## src/logic/sbw_pkg.sv

```systemverilog
// What this block does
// - Timed wake-up and cyclic-sense wake-up never run together.
// - In Stop, chip-select rising edge wakes silently, with no interrupt or status.
// - Bus wake needs dominant longer than filter time, then a recessive return.
// - In Stop, filtered external reset wakes to Normal Request or Normal by strap.
// - Sleep wakes only from wake input, cyclic sense, timed wake or bus wake.
// - Watchdog runs only in Normal; a mode write with the Normal code services it.
// - Service in first half of the period resets the controller like overflow.
// - Grounded strap disables watchdog and Normal Request, sets disabled flag, sampled in Reset.
// - Strap with no resistor and no ground uses the internal 150ms base and flags it.
// - Watchdog base passes a prescaler chosen by the timing control field.
// - Normal Request times out after 150ms into Reset, then back to Normal Request.
// - Each switch follows its enable, gated by the pwm pin when pwm select is set.
// - Each switch reports open load and current limit flags.
// - Over-temperature turns both switches off, latches interrupt, sets all switch flags.
// - After thermal shutdown switches stay off until a control write with heat gone.
// - Enabled overvoltage shuts switches off until a control write after it clears.
// - Slew select picks 10.4k, 20k or fast; reset default is 20k.
// - Cleared pull-up enable drops bus pull-up in low power, picks alternate threshold.
// - Bus driver over-current keeps transmitter on, sets flag, interrupts when masked in.
// - Bus driver over-temperature disables transmitter, sets flag, interrupts when masked in.
// - Transmitter returns by itself once heat is gone and transmit data is high.
// - Interrupt line stays low until a status read acknowledges it, the source's mask bit is cleared, or the mode enters Sleep or Reset.
package sbw_pkg;

  localparam int CLK_MHZ = 100;

  // Timing figures in their own units and derived cycle counts.
  localparam int WD_INT_TIME_MS = 150;
  localparam int WD_INT_CYC     = WD_INT_TIME_MS * 1000 * CLK_MHZ;
  localparam int NREQ_TIME_MS   = 150;
  localparam int NREQ_CYC       = NREQ_TIME_MS * 1000 * CLK_MHZ;
  localparam int WD_EXT_TIME_MS = 100;
  localparam int WD_EXT_CYC     = WD_EXT_TIME_MS * 1000 * CLK_MHZ;
  localparam int RST_PULSE_US   = 1000;
  localparam int RST_PULSE_CYC  = RST_PULSE_US * CLK_MHZ;
  localparam int BUS_WAKE_US    = 100;
  localparam int BUS_WAKE_CYC   = BUS_WAKE_US * CLK_MHZ;
  localparam int LP_BASE_US     = 10000;
  localparam int LP_BASE_CYC    = LP_BASE_US * CLK_MHZ;
  localparam int RSTF_TIME_NS   = 1000;
  localparam logic [7:0] RSTF_CYC = 8'(RSTF_TIME_NS / (1000 / CLK_MHZ));

  // Mode select field codes.
  localparam logic [1:0] CMD_NORMAL = 2'h0;
  localparam logic [1:0] CMD_STOP   = 2'h1;
  localparam logic [1:0] CMD_SLEEP  = 2'h2;

  // Slew select codes.
  localparam logic [1:0] SLEW_20K   = 2'h0;
  localparam logic [1:0] SLEW_10K4  = 2'h1;
  localparam logic [1:0] SLEW_FAST  = 2'h2;

  // Positions in the synchronised pin vector.
  localparam int NP       = 16;
  localparam int P_CS     = 0;
  localparam int P_XRST   = 1;
  localparam int P_WAKE   = 2;
  localparam int P_PWM    = 3;
  localparam int P_TXD    = 4;
  localparam int P_GND    = 5;
  localparam int P_RES    = 6;
  localparam int P_HSOT   = 7;
  localparam int P_OV     = 8;
  localparam int P_LOC    = 9;
  localparam int P_LOT    = 10;
  localparam int P_BUSDOM = 11;
  localparam int P_OL     = 12;
  localparam int P_CL     = 14;
  // Resting pin levels: chip select, external reset and transmit data idle high.
  localparam logic [NP-1:0] PIN_IDLE = 16'h0013;

  typedef enum logic [4:0] {
    SBW_RESET  = 5'h01,
    SBW_NREQ   = 5'h02,
    SBW_NORMAL = 5'h04,
    SBW_STOP   = 5'h08,
    SBW_SLEEP  = 5'h10
  } sbw_mode_e;

  function automatic logic [31:0] sbw_shift(input logic [31:0] base, input logic [2:0] sel);
    return base << sel;
  endfunction : sbw_shift

endpackage : sbw_pkg

```

## src/logic/sbw_wake_if.sv

```systemverilog
`timescale 1ns/1ns
interface sbw_wake_if;
  logic en;
  logic bus_dom;
  logic wake;
  modport filt (input en, input bus_dom, output wake);
  modport ctl (output en, output bus_dom, input wake);
endinterface : sbw_wake_if

```

## src/logic/sbw_bus_wake.sv

```systemverilog
`timescale 1ns/1ns
module sbw_bus_wake #(
  parameter int FILT_CYC = sbw_pkg::BUS_WAKE_CYC
) (
  input wire logic    clk,
  input wire logic    sys_rst,
  sbw_wake_if.filt    wk
);
  import sbw_pkg::*;

  typedef struct packed {
    logic [31:0] cnt;
    logic        armed;
    logic        wake;
  } sbw_bw_s;

  sbw_bw_s s_q, s_d;

  // ****************************************************************
  // Dominant pulse filter.
  // ****************************************************************
  always_comb begin
    s_d      = s_q;
    s_d.wake = 1'b0;
    if (!wk.en) begin
      s_d.cnt   = 32'h0;
      s_d.armed = 1'b0;
    end else if (wk.bus_dom) begin
      if (s_q.cnt >= 32'(FILT_CYC)) begin
        s_d.armed = 1'b1;
      end else begin
        s_d.cnt = s_q.cnt + 32'h1;
      end
    end else begin
      s_d.wake  = s_q.armed;
      s_d.armed = 1'b0;
      s_d.cnt   = 32'h0;
    end
  end

  always_ff @(posedge clk or posedge sys_rst) begin
    if (sys_rst) begin
      s_q <= '0;
    end else begin
      s_q <= s_d;
    end
  end

  assign wk.wake = s_q.wake;

endmodule : sbw_bus_wake

```

## src/logic/sbw_ctrl.sv

```systemverilog
`timescale 1ns/1ns
module sbw_ctrl #(
  parameter int WD_INT_CYC   = sbw_pkg::WD_INT_CYC,
  parameter int WD_EXT_CYC   = sbw_pkg::WD_EXT_CYC,
  parameter int NREQ_CYC     = sbw_pkg::NREQ_CYC,
  parameter int RST_CYC      = sbw_pkg::RST_PULSE_CYC,
  parameter int BUS_WAKE_CYC = sbw_pkg::BUS_WAKE_CYC,
  parameter int LP_BASE_CYC  = sbw_pkg::LP_BASE_CYC
) (
  input  wire logic       clk,
  input  wire logic       sys_rst,
  input  wire logic       cs_n,
  input  wire logic       ext_rst_n,
  input  wire logic       wake_input_pin,
  input  wire logic       direct_pwm_input,
  input  wire logic       txd,
  input  wire logic       watchdog_config_pin_gnd,
  input  wire logic       watchdog_config_pin_res,
  input  wire logic       hs_overtemp,
  input  wire logic       supply_overvoltage,
  input  wire logic       lin_overcurrent,
  input  wire logic       lin_overtemp,
  input  wire logic       lin_bus_dominant,
  input  wire logic [1:0] hs_open_load,
  input  wire logic [1:0] hs_current_limit,
  input  wire logic       mode_wr,
  input  wire logic [1:0] mode_select_field,
  input  wire logic       hs_ctrl_wr,
  input  wire logic [1:0] high_side_enable_bit,
  input  wire logic [1:0] switch_pwm_select,
  input  wire logic       timer_function_select,
  input  wire logic [2:0] low_power_period_field,
  input  wire logic [2:0] wd_prescale,
  input  wire logic       wake_input_enable,
  input  wire logic       overvoltage_shutdown_enable,
  input  wire logic       lin_pullup_enable,
  input  wire logic [1:0] lin_slew_select,
  input  wire logic       high_side_irq_mask,
  input  wire logic       lin_irq_mask,
  input  wire logic       status_read_ack,
  output logic [4:0]      mode_state,
  output logic            mcu_rst_n,
  output logic [1:0]      hs_on,
  output logic [1:0]      switch_open_load_flag,
  output logic [1:0]      switch_current_limit_flag,
  output logic            hs_irq_source,
  output logic            watchdog_disabled_flag,
  output logic            watchdog_config_fault,
  output logic            lin_overcurrent_flag,
  output logic            lin_overtemp_flag,
  output logic            lin_tx_enable,
  output logic            lin_pullup_on,
  output logic            lin_alt_wake_threshold,
  output logic [1:0]      lin_slew_out,
  output logic            bus_wake_flag,
  output logic            irq_n
);
  import sbw_pkg::*;

  typedef struct packed {
    logic [NP-1:0] s1;
    logic [NP-1:0] s2;
    sbw_mode_e     mode;
    logic [31:0]   cnt;
    logic [31:0]   lp_cnt;
    logic [7:0]    rstf;
    logic          cs_prev;
    logic          wake_ref;
    logic          wd_off;
    logic          wd_fault;
    logic          hs_off;
    logic          hs_ot_lat;
    logic          hs_irq;
    logic [1:0]    hs_on;
    logic [1:0]    ol;
    logic [1:0]    cl;
    logic          lin_oc;
    logic          lin_ot;
    logic          lin_txoff;
    logic          lin_irq;
    logic          wake_irq;
    logic          bus_wake;
    logic          tx_en;
    logic          pull_on;
    logic [1:0]    slew;
    logic          rst_n;
    logic          irq_n;
  } sbw_ctrl_s;

  sbw_ctrl_s   s_q, s_d;
  sbw_wake_if  wk ();
  logic [NP-1:0] pins;

  assign pins = {hs_current_limit, hs_open_load, lin_bus_dominant, lin_overtemp,
                 lin_overcurrent, supply_overvoltage, hs_overtemp, watchdog_config_pin_res,
                 watchdog_config_pin_gnd, txd, direct_pwm_input, wake_input_pin, ext_rst_n, cs_n};

  assign wk.en      = (s_q.mode == SBW_STOP) || (s_q.mode == SBW_SLEEP);
  assign wk.bus_dom = s_q.s2[P_BUSDOM];

  sbw_bus_wake #(
    .FILT_CYC (BUS_WAKE_CYC)
  ) u_bus_wake (
    .clk     (clk),
    .sys_rst (sys_rst),
    .wk      (wk)
  );

  // ****************************************************************
  // Next-state logic.
  // ****************************************************************
  always_comb begin
    logic        xrst;
    logic        lowp;
    logic        cyclic;
    logic        forced;
    logic        tick;
    logic        wake_lvl;
    logic        hs_trip;
    logic        wake;
    logic        quiet_wake;
    logic [31:0] wd_per;
    logic [31:0] lp_per;
    logic        svc;
    xrst       = 1'b0;
    lowp       = 1'b0;
    cyclic     = 1'b0;
    forced     = 1'b0;
    tick       = 1'b0;
    wake_lvl   = 1'b0;
    hs_trip    = 1'b0;
    wake       = 1'b0;
    quiet_wake = 1'b0;
    wd_per     = 32'h0;
    lp_per     = 32'h0;
    svc        = 1'b0;
    s_d        = s_q;
    s_d.s1     = pins;
    s_d.s2     = s_q.s1;

    // External reset glitch filter.
    if (s_q.s2[P_XRST]) begin
      s_d.rstf = 8'h0;
    end else if (s_q.rstf != RSTF_CYC) begin
      s_d.rstf = s_q.rstf + 8'h1;
    end
    xrst = (s_q.rstf == RSTF_CYC);

    lowp     = (s_q.mode == SBW_STOP) || (s_q.mode == SBW_SLEEP);
    cyclic   = timer_function_select && (|high_side_enable_bit);
    forced   = timer_function_select && !cyclic;
    lp_per   = sbw_shift(32'(LP_BASE_CYC), low_power_period_field);
    wd_per   = sbw_shift(s_q.wd_fault ? 32'(WD_INT_CYC) : 32'(WD_EXT_CYC), wd_prescale);
    wake_lvl = s_q.s2[P_WAKE];
    svc      = mode_wr && (mode_select_field == CMD_NORMAL);

    // Low-power timer and wake sources.
    s_d.cs_prev = s_q.s2[P_CS];
    if (lowp) begin
      tick = timer_function_select && (s_q.lp_cnt >= lp_per - 32'h1);
      s_d.lp_cnt = tick ? 32'h0 : s_q.lp_cnt + 32'h1;
      if (tick && forced) begin
        wake = 1'b1;
      end
      if (tick && cyclic && (wake_lvl != s_q.wake_ref)) begin
        wake = 1'b1;
      end
      if (wake_input_enable && !cyclic && (wake_lvl != s_q.wake_ref)) begin
        wake = 1'b1;
      end
      if (wk.wake) begin
        wake         = 1'b1;
      end
      if (s_q.mode == SBW_STOP) begin
        quiet_wake = (s_q.s2[P_CS] && !s_q.cs_prev) || xrst;
      end
    end else begin
      s_d.lp_cnt   = 32'h0;
      s_d.wake_ref = wake_lvl;
    end

    // Operating mode sequencer.
    s_d.cnt = s_q.cnt + 32'h1;
    unique case (s_q.mode)
      SBW_RESET: begin
        if (xrst) begin
          s_d.cnt = 32'h0;
        end else if (s_q.cnt >= 32'(RST_CYC) - 32'h1) begin
          s_d.wd_off   = s_q.s2[P_GND];
          s_d.wd_fault = !s_q.s2[P_GND] && !s_q.s2[P_RES];
          s_d.mode     = s_q.s2[P_GND] ? SBW_NORMAL : SBW_NREQ;
          s_d.cnt      = 32'h0;
        end
      end
      SBW_NREQ: begin
        if (xrst || s_q.cnt >= 32'(NREQ_CYC) - 32'h1) begin
          s_d.mode = SBW_RESET;
          s_d.cnt  = 32'h0;
        end else if (svc) begin
          s_d.mode = SBW_NORMAL;
          s_d.cnt  = 32'h0;
        end
      end
      SBW_NORMAL: begin
        if (xrst) begin
          s_d.mode = SBW_RESET;
          s_d.cnt  = 32'h0;
        end else if (!s_q.wd_off && svc && s_q.cnt < (wd_per >> 1)) begin
          s_d.mode = SBW_RESET;
          s_d.cnt  = 32'h0;
        end else if (!s_q.wd_off && s_q.cnt >= wd_per - 32'h1) begin
          s_d.mode = SBW_RESET;
          s_d.cnt  = 32'h0;
        end else if (svc) begin
          s_d.cnt = 32'h0;
        end else if (mode_wr && mode_select_field == CMD_STOP) begin
          s_d.mode = SBW_STOP;
        end else if (mode_wr && mode_select_field == CMD_SLEEP) begin
          s_d.mode = SBW_SLEEP;
        end
      end
      SBW_STOP: begin
        s_d.cnt = 32'h0;
        if (wake || quiet_wake) begin
          s_d.mode     = s_q.wd_off ? SBW_NORMAL : SBW_NREQ;
        end
      end
      SBW_SLEEP: begin
        s_d.cnt = 32'h0;
        if (wake) begin
          s_d.mode = SBW_RESET;
        end
      end
    endcase
    s_d.rst_n = (s_d.mode != SBW_RESET);

    // High-side switches.
    hs_trip = s_q.s2[P_HSOT] || (overvoltage_shutdown_enable && s_q.s2[P_OV]);
    if (hs_trip) begin
      s_d.hs_off = 1'b1;
    end else if (hs_ctrl_wr) begin
      s_d.hs_off = 1'b0;
    end
    if (s_q.s2[P_HSOT]) begin
      s_d.hs_ot_lat = 1'b1;
    end else if (hs_ctrl_wr) begin
      s_d.hs_ot_lat = 1'b0;
    end
    for (int i = 0; i < 2; i++) begin
      s_d.hs_on[i] = high_side_enable_bit[i]
                     && (!switch_pwm_select[i] || s_q.s2[P_PWM])
                     && !hs_trip && !s_q.hs_off
                     && ((s_q.mode == SBW_NREQ) || (s_q.mode == SBW_NORMAL)
                         || (lowp && cyclic && tick));
      s_d.ol[i] = s_q.s2[P_OL+i] || s_q.hs_ot_lat;
      s_d.cl[i] = s_q.s2[P_CL+i] || s_q.hs_ot_lat;
    end

    // Bus transceiver protection.
    if (s_q.s2[P_LOT]) begin
      s_d.lin_txoff = 1'b1;
    end else if (s_q.s2[P_TXD]) begin
      s_d.lin_txoff = 1'b0;
    end
    s_d.tx_en   = (s_q.mode == SBW_NORMAL) && !s_d.lin_txoff;
    s_d.pull_on = !lowp || lin_pullup_enable;
    s_d.slew    = lin_slew_select;

    // Sticky sources, acknowledged by a status read; a new event wins.
    if (status_read_ack) begin
      s_d.hs_irq   = 1'b0;
      s_d.lin_oc   = 1'b0;
      s_d.lin_ot   = 1'b0;
      s_d.lin_irq  = 1'b0;
      s_d.wake_irq = 1'b0;
      s_d.bus_wake = 1'b0;
    end
    if (s_q.s2[P_HSOT]) begin
      s_d.hs_irq = 1'b1;
    end
    if (s_q.s2[P_LOC]) begin
      s_d.lin_oc  = 1'b1;
      s_d.lin_irq = 1'b1;
    end
    if (s_q.s2[P_LOT]) begin
      s_d.lin_ot  = 1'b1;
      s_d.lin_irq = 1'b1;
    end
    if (wk.wake) begin
      s_d.bus_wake = 1'b1;
    end
    if (lowp && wake && s_q.mode == SBW_STOP) begin
      s_d.wake_irq = 1'b1;
    end
    s_d.irq_n = !(((s_d.hs_irq && high_side_irq_mask)
                   || (s_d.lin_irq && lin_irq_mask)
                   || s_d.wake_irq)
                  && (s_d.mode != SBW_SLEEP) && (s_d.mode != SBW_RESET));
  end

  // ****************************************************************
  // State register.
  // ****************************************************************
  always_ff @(posedge clk or posedge sys_rst) begin
    if (sys_rst) begin
      s_q         <= '0;
      s_q.s1      <= PIN_IDLE;
      s_q.s2      <= PIN_IDLE;
      s_q.cs_prev <= 1'b1;
      s_q.mode    <= SBW_RESET;
      s_q.pull_on <= 1'b1;
      s_q.slew    <= SLEW_20K;
      s_q.irq_n   <= 1'b1;
    end else begin
      s_q <= s_d;
    end
  end

  // ****************************************************************
  // Outputs.
  // ****************************************************************
  assign mode_state                = s_q.mode;
  assign mcu_rst_n                 = s_q.rst_n;
  assign hs_on                     = s_q.hs_on;
  assign switch_open_load_flag     = s_q.ol;
  assign switch_current_limit_flag = s_q.cl;
  assign hs_irq_source             = s_q.hs_irq;
  assign watchdog_disabled_flag    = s_q.wd_off;
  assign watchdog_config_fault     = s_q.wd_fault;
  assign lin_overcurrent_flag      = s_q.lin_oc;
  assign lin_overtemp_flag         = s_q.lin_ot;
  assign lin_tx_enable             = s_q.tx_en;
  assign lin_pullup_on             = s_q.pull_on;
  assign lin_alt_wake_threshold    = !s_q.pull_on;
  assign lin_slew_out              = s_q.slew;
  assign bus_wake_flag             = s_q.bus_wake;
  assign irq_n                     = s_q.irq_n;

endmodule : sbw_ctrl

```

## config.mk

```make
export PLATFORM = sky130hd
export DESIGN_NAME = sbw_ctrl
export DESIGN_NICKNAME = d
export VERILOG_FILES = /design/src/logic/sbw_pkg.sv /design/src/logic/sbw_wake_if.sv /design/src/logic/sbw_bus_wake.sv /design/src/logic/sbw_ctrl.sv
export SDC_FILE = /design/constraint.sdc
export NUM_CORES = 1
export LEC_CHECK = 0
export BUFFER_PORTS_ARGS = -buffer_cell sky130_fd_sc_hd__buf_2
export CORE_ASPECT_RATIO = 2
export CORE_UTILIZATION = 60
export CTS_CLUSTER_DIAMETER = 120
export CTS_CLUSTER_SIZE = 14
export DETAILED_ROUTE_END_ITERATION = 10
export PLACE_DENSITY = 0.84
export SETUP_SLACK_MARGIN = 0.1
export SLEW_MARGIN = 40
export SYNTH_ARGS = -nofsm -noshare
export SYNTH_HDL_FRONTEND = slang
export SYNTH_SLANG_ARGS = --single-unit
```

## constraint.sdc

```tcl
create_clock -name clk -period 5.6 [get_ports clk]
set_clock_uncertainty 0.1 [all_clocks]
set_input_delay 0.56 -clock clk [delete_from_list [all_inputs] [get_ports clk]]
set_output_delay 0.56 -clock clk [all_outputs]
set_load 0.01 [all_outputs]
```

Word-level counts from Yosys, hierarchy flattened. Index checks and enable logic that the tools add are counted.

Add/sub/neg operators: 6. $lt $le $gt $ge: 6. Eq/ne operators: 14. Shift operators: 2. Multiplexer cells: 51. Bitwise operators: 1. Reductions and logical operators: 72.

Operators by type and width (count): two-way mux 37 bit (6); case mux 37 bit (5 select lines) (1); two-way mux 32 bit (5); adder 32 x 1 -> 32 bit, second input constant (3); two-way mux 33 bit (2); greater-or-equal comparator 32 bit (2); subtractor 32 x 1 -> 32 bit, second input constant (2); logical AND 1 bit (34); greater-or-equal comparator 32 x 14 -> 1 bit, second input constant (1); greater-or-equal comparator 32 x 17 -> 1 bit, second input constant (1); greater-or-equal comparator 32 x 24 -> 1 bit, second input constant (1); less-than comparator 32 x 31 -> 1 bit (1); left shift 20 x 3 -> 32 bit, first input constant (1); left shift 24 x 3 -> 32 bit (1); two-way mux 5 bit (6); two-way mux 1 bit (24); two-way mux 23 bit (1); logical OR 1 bit (16); two-way mux 8 bit (2); zero test 1 bit (13); nonzero test 2 bit (6); two-way mux 3 bit (3); adder 8 x 1 -> 8 bit, second input constant (1); == test 8 x 7 -> 1 bit, second input constant (1); 17 further kinds (18).

Bits in registers: 168. Logic and storage cells: 182.

Logic depth before layout (Yosys ltp).
Word-level depth: 17. Mapped depth: 22.

Modules after synthesis. From an unflattened synthesis, not the netlist that was laid out.

Cells, all modules: 1132. Area total of the unflattened synthesis: 10410.0 sq um.

Modules (own cells, without submodules): sbw_ctrl (instances 1, cells each 991, area each 8926.1 sq um, seq. area each 3365.7 sq um); sbw_bus_wake (instances 1, cells each 141, area each 1483.9 sq um, seq. area each 850.8 sq um).

Worst setup path before layout. Ideal clock, no wire load.

Kind: input port to flip-flop. From: input low_power_period_field[0]. To: register s_q, in the netlist mcu_rst_n. Data arrival time: 4568 ps. Slack: 796 ps. Stages: 22. Path through: clkbuf_1 inv_1 ha_1 clkbuf_1 nand2_1 ha_1 nor2_1 o32ai_1 a21oi_1 o211ai_1 o21ai_1 nor3_1 o31ai_1 ha_1 nand4_1 nor4_4 nand2b_2 a31oi_4 nor3_4 a211o_1 and4bb_1 nand3_1.

RTL lines: from (decl) (RTL line sbw_ctrl.sv:32) `input wire logic [2:0] low_power_period_field,`; to (decl) (RTL line sbw_ctrl.sv:90) `sbw_ctrl_s s_q, s_d;`.

==> out/results.ini <==
[run_status]
status = finished clean

[global_route]
grt_first_pass_wirelength_um = 40100
track_usage_pct = 30.2
grt_overflow = 0
grt_max_degree = 119
antenna_violations_before_repair = 2
grt_pass1_vias = 8492

[drt]
finalWirelength_um = 24700
route.vias.total = 8251
drt_first_iter_violations = 424
firstDrtPassIters = 7
post_route_drc = 0
postRouteAntennaNets = 0
routed_wire_length_per_instance_um = 18.4
drt-vias-per-instance = 6.16

[timing]
worst_slew_pin_slew_ps = 749
setup_tns_ps = 0
maxSlewViolCount = 0
post-route-period-util_pct = 82.9
final_critical_path_setup_slack_ps = 958
setup_repair_after_global_routing_missed_its_margin = false
max_slew_margin_pct = 49.9
fin_crit_ps = 4640
hold_violations = 0
setup_violations = 0
fmax_mhz = 215

[floorplan]
rows = 66
floorplan.core_area_um2 = 16400
fp.dieH_um = 186
floorplan.initialDensity_pct = 61.8
die_x_um = 93.8
ioPinCount = 65
die_outline_area_um2 = 17400

[place]
placed_cells = 1306
detailed_place.area_um2 = 10500
post-dp-hpwl_um = 18000
place_congestion = 0.949
port_buffers = 64
placement.setup.worst_slack_ps = 591

[layout]
area_growth_pct = 10.2
numnets_final = 1255
layout.cells.most_common_list = dfrtp_1, nor2_1, ha_1
stdcell_area_um2 = 11100
stdcell_count = 1340
drive_gt1_share_pct = 12.7
layout.cells.most_common = dfrtp_1

[logic_synthesis]
netlist_area_um2 = 10100
netlist-cell-type-count = 72
synth_warnings = 0
postSynthCellCount = 1072
yosys_register_bits = 168
ys_seq_area_share_pct = 41.7
synthFlopType = dfrtp_1
post_synth.cell_area_avg_um2 = 9.42
edff_count_synth = 0
async_reset_ff_share_pct = 100

[clock_tree]
cts_setup_buffers = 0
insertion_delay_ps = 440
cts.sinks = 168
tritoncts = built
longest_clk_path_bufs = 2
cts_made_buffers = 17
ctsHtreeMaxLevel = 4
ctsHoldBuffers = 0
root_buffer = clkbuf_16
cts_repair_resized_insts = 0
clkSlewWorstSetupHoldPaths_ps = 70

[power_and_ir_drop]
vdd_drop_max_mv = 0.270
pwr_density_cell_nw_per_um2 = 284
cell_leakage_power_nw = 5.13

[critical_path]
worstSetupStartpointType = primary input
worstSetupPathType = primary input to register
data_arrival_at_the_endpoint_of_the_critical_path_ps = 4840
crit_fanout = 14
endpoint_kind = register
crit_required_ps = 5800

[flow_run]
drv.max_cap_violation_count = 0

[min_path]
hold_class = primary input to async pin

==> synthesized netlist by cell type, types with 3 or more instances <==
| cell type | number | share of area [%] |
|---|---|---|
| a211o_1 | 5 | 0.43 |
| a211oi_1 | 5 | 0.37 |
| a21o_1 | 14 | 1.0 |
| a21oi_1 | 58 | 2.9 |
| a22oi_1 | 3 | 0.22 |
| a31o_2 | 3 | 0.26 |
| a31oi_1 | 4 | 0.25 |
| and2_1 | 22 | 1.4 |
| and3_1 | 19 | 1.2 |
| and4_1 | 11 | 0.95 |
| buf_1 | 3 | 0.11 |
| buf_2 | 4 | 0.20 |
| buf_4 | 13 | 0.97 |
| clkbuf_1 | 24 | 0.89 |
| dfrtp_1 | 158 | 39 |
| dfstp_2 | 10 | 2.6 |
| ha_1 | 93 | 12 |
| inv_1 | 36 | 1.3 |
| mux2i_1 | 5 | 0.50 |
| nand2_1 | 87 | 3.2 |
| nand2b_1 | 13 | 0.81 |
| nand3_1 | 44 | 2.2 |
| nand3b_1 | 3 | 0.22 |
| nand4_1 | 38 | 2.4 |
| nor2_1 | 127 | 4.7 |
| nor2b_1 | 8 | 0.50 |
| nor3_1 | 21 | 1.0 |
| nor4_1 | 15 | 0.93 |
| o211ai_1 | 9 | 0.67 |
| o21ai_0 | 52 | 2.6 |
| or2_2 | 8 | 0.50 |
| or3_1 | 8 | 0.50 |
| or4_1 | 3 | 0.22 |
| xnor2_1 | 33 | 2.9 |
| xor2_1 | 64 | 5.5 |
==> layer usage <==
metal	global-route usage [%]	wire [um]	vias up
li1	-	-	3875
met1	30.4	8590	4011
met2	54.8	13400	253
met3	5.39	953	112
met4	21.4	1790	0
met5	0	0	-
==> report_power, final <==
part	total, mW	switching, mW	leakage (nW)	internal [mW]
combinational	0.659	0.431	2.67	0.228
sequential	1.34	0.0647	2.19	1.28
clock	1.16	0.521	0.278	0.639
total	3.16	1.02	5.13	2.15
==> final cells by class <==
cell class / count / area [um2]
clock inverters: 13 / 138
multi-input cells: 825 / 5540
inverters: 36 / 148
clock buffers: 19 / 443
repair buffers: 73 / 388
diodes: 2 / 5.00
fillers: 1280 / 5210
flip-flops and latches: 168 / 4220
well taps: 204 / 255
==> kinds of logic (layout without fill, tap and decap cells) <==
family	Yosys count	after routing	synth area share [%]
flip-flops	168	168	41.7
AND/OR/NAND/NOR	440	440	22.1
buffers and inverters	80	141	3.51
XOR/XNOR	97	97	8.41
multiplexers	7	7	0.718
other	1	4	0.0371
adder cells (fa/ha/maj)	93	93	11.5
AO/OA/AOI/OAI	186	186	12.0
==> path summary, 6_finish.rpt <==
check                                     startpoint   endpoint  slack [ps]  cells past startpoint
max                        low_power_period_field[0]  mcu_rst_n         960                     22
min                                          sys_rst   s_q[117]         100                      2
max reg2reg                    watchdog_config_fault    s_q[72]         960                     20
min reg2reg                                 s_d[117]   s_q[117]         250                      0
max in group asynchronous                    sys_rst    s_q[33]        4180                      3
min in group clk                                cs_n   s_d[102]         130                      1
==> state kept, by name, summed over array words and instances, names as in the netlist, 2 cells and up <==
| register | cells |
|---|---|
| s_q | 94 |
| u_bus_wake.s_q | 33 |
| s_d | 17 |
| mode_state | 5 |
| hs_on | 2 |
| lin_slew_out | 2 |
| switch_current_limit_flag | 2 |
| switch_open_load_flag | 2 |
==> worst max-delay path, cell delays in order <==
cell      delay, ps
buf_2           230
inv_1           170
ha_1            320
nand2_1         190
ha_1            240
nor2_1           60
o32ai_1         240
buf_4           190
a21oi_1          60
o211ai_1        230
o21ai_1         160
nor3_1          210
o31ai_1          90
ha_1            290
nand4_1         160
nor4_4          320
nand2b_2        120
a31oi_4         170
nor3_4           90
a211o_1         300
and4bb_1        320
nand3_1         100
==> stage by stage <==
stage	power, mW	util, %	hold slack, ps
finish	3.16	68.1	103
global route	3.31	68.1	112
CTS	3.17	68.0	118
detailed placement	2.01	64.4	235
global placement	1.99	64.4	232
floorplan	1.84	-	231
Power figures use the tool's default switching activity.
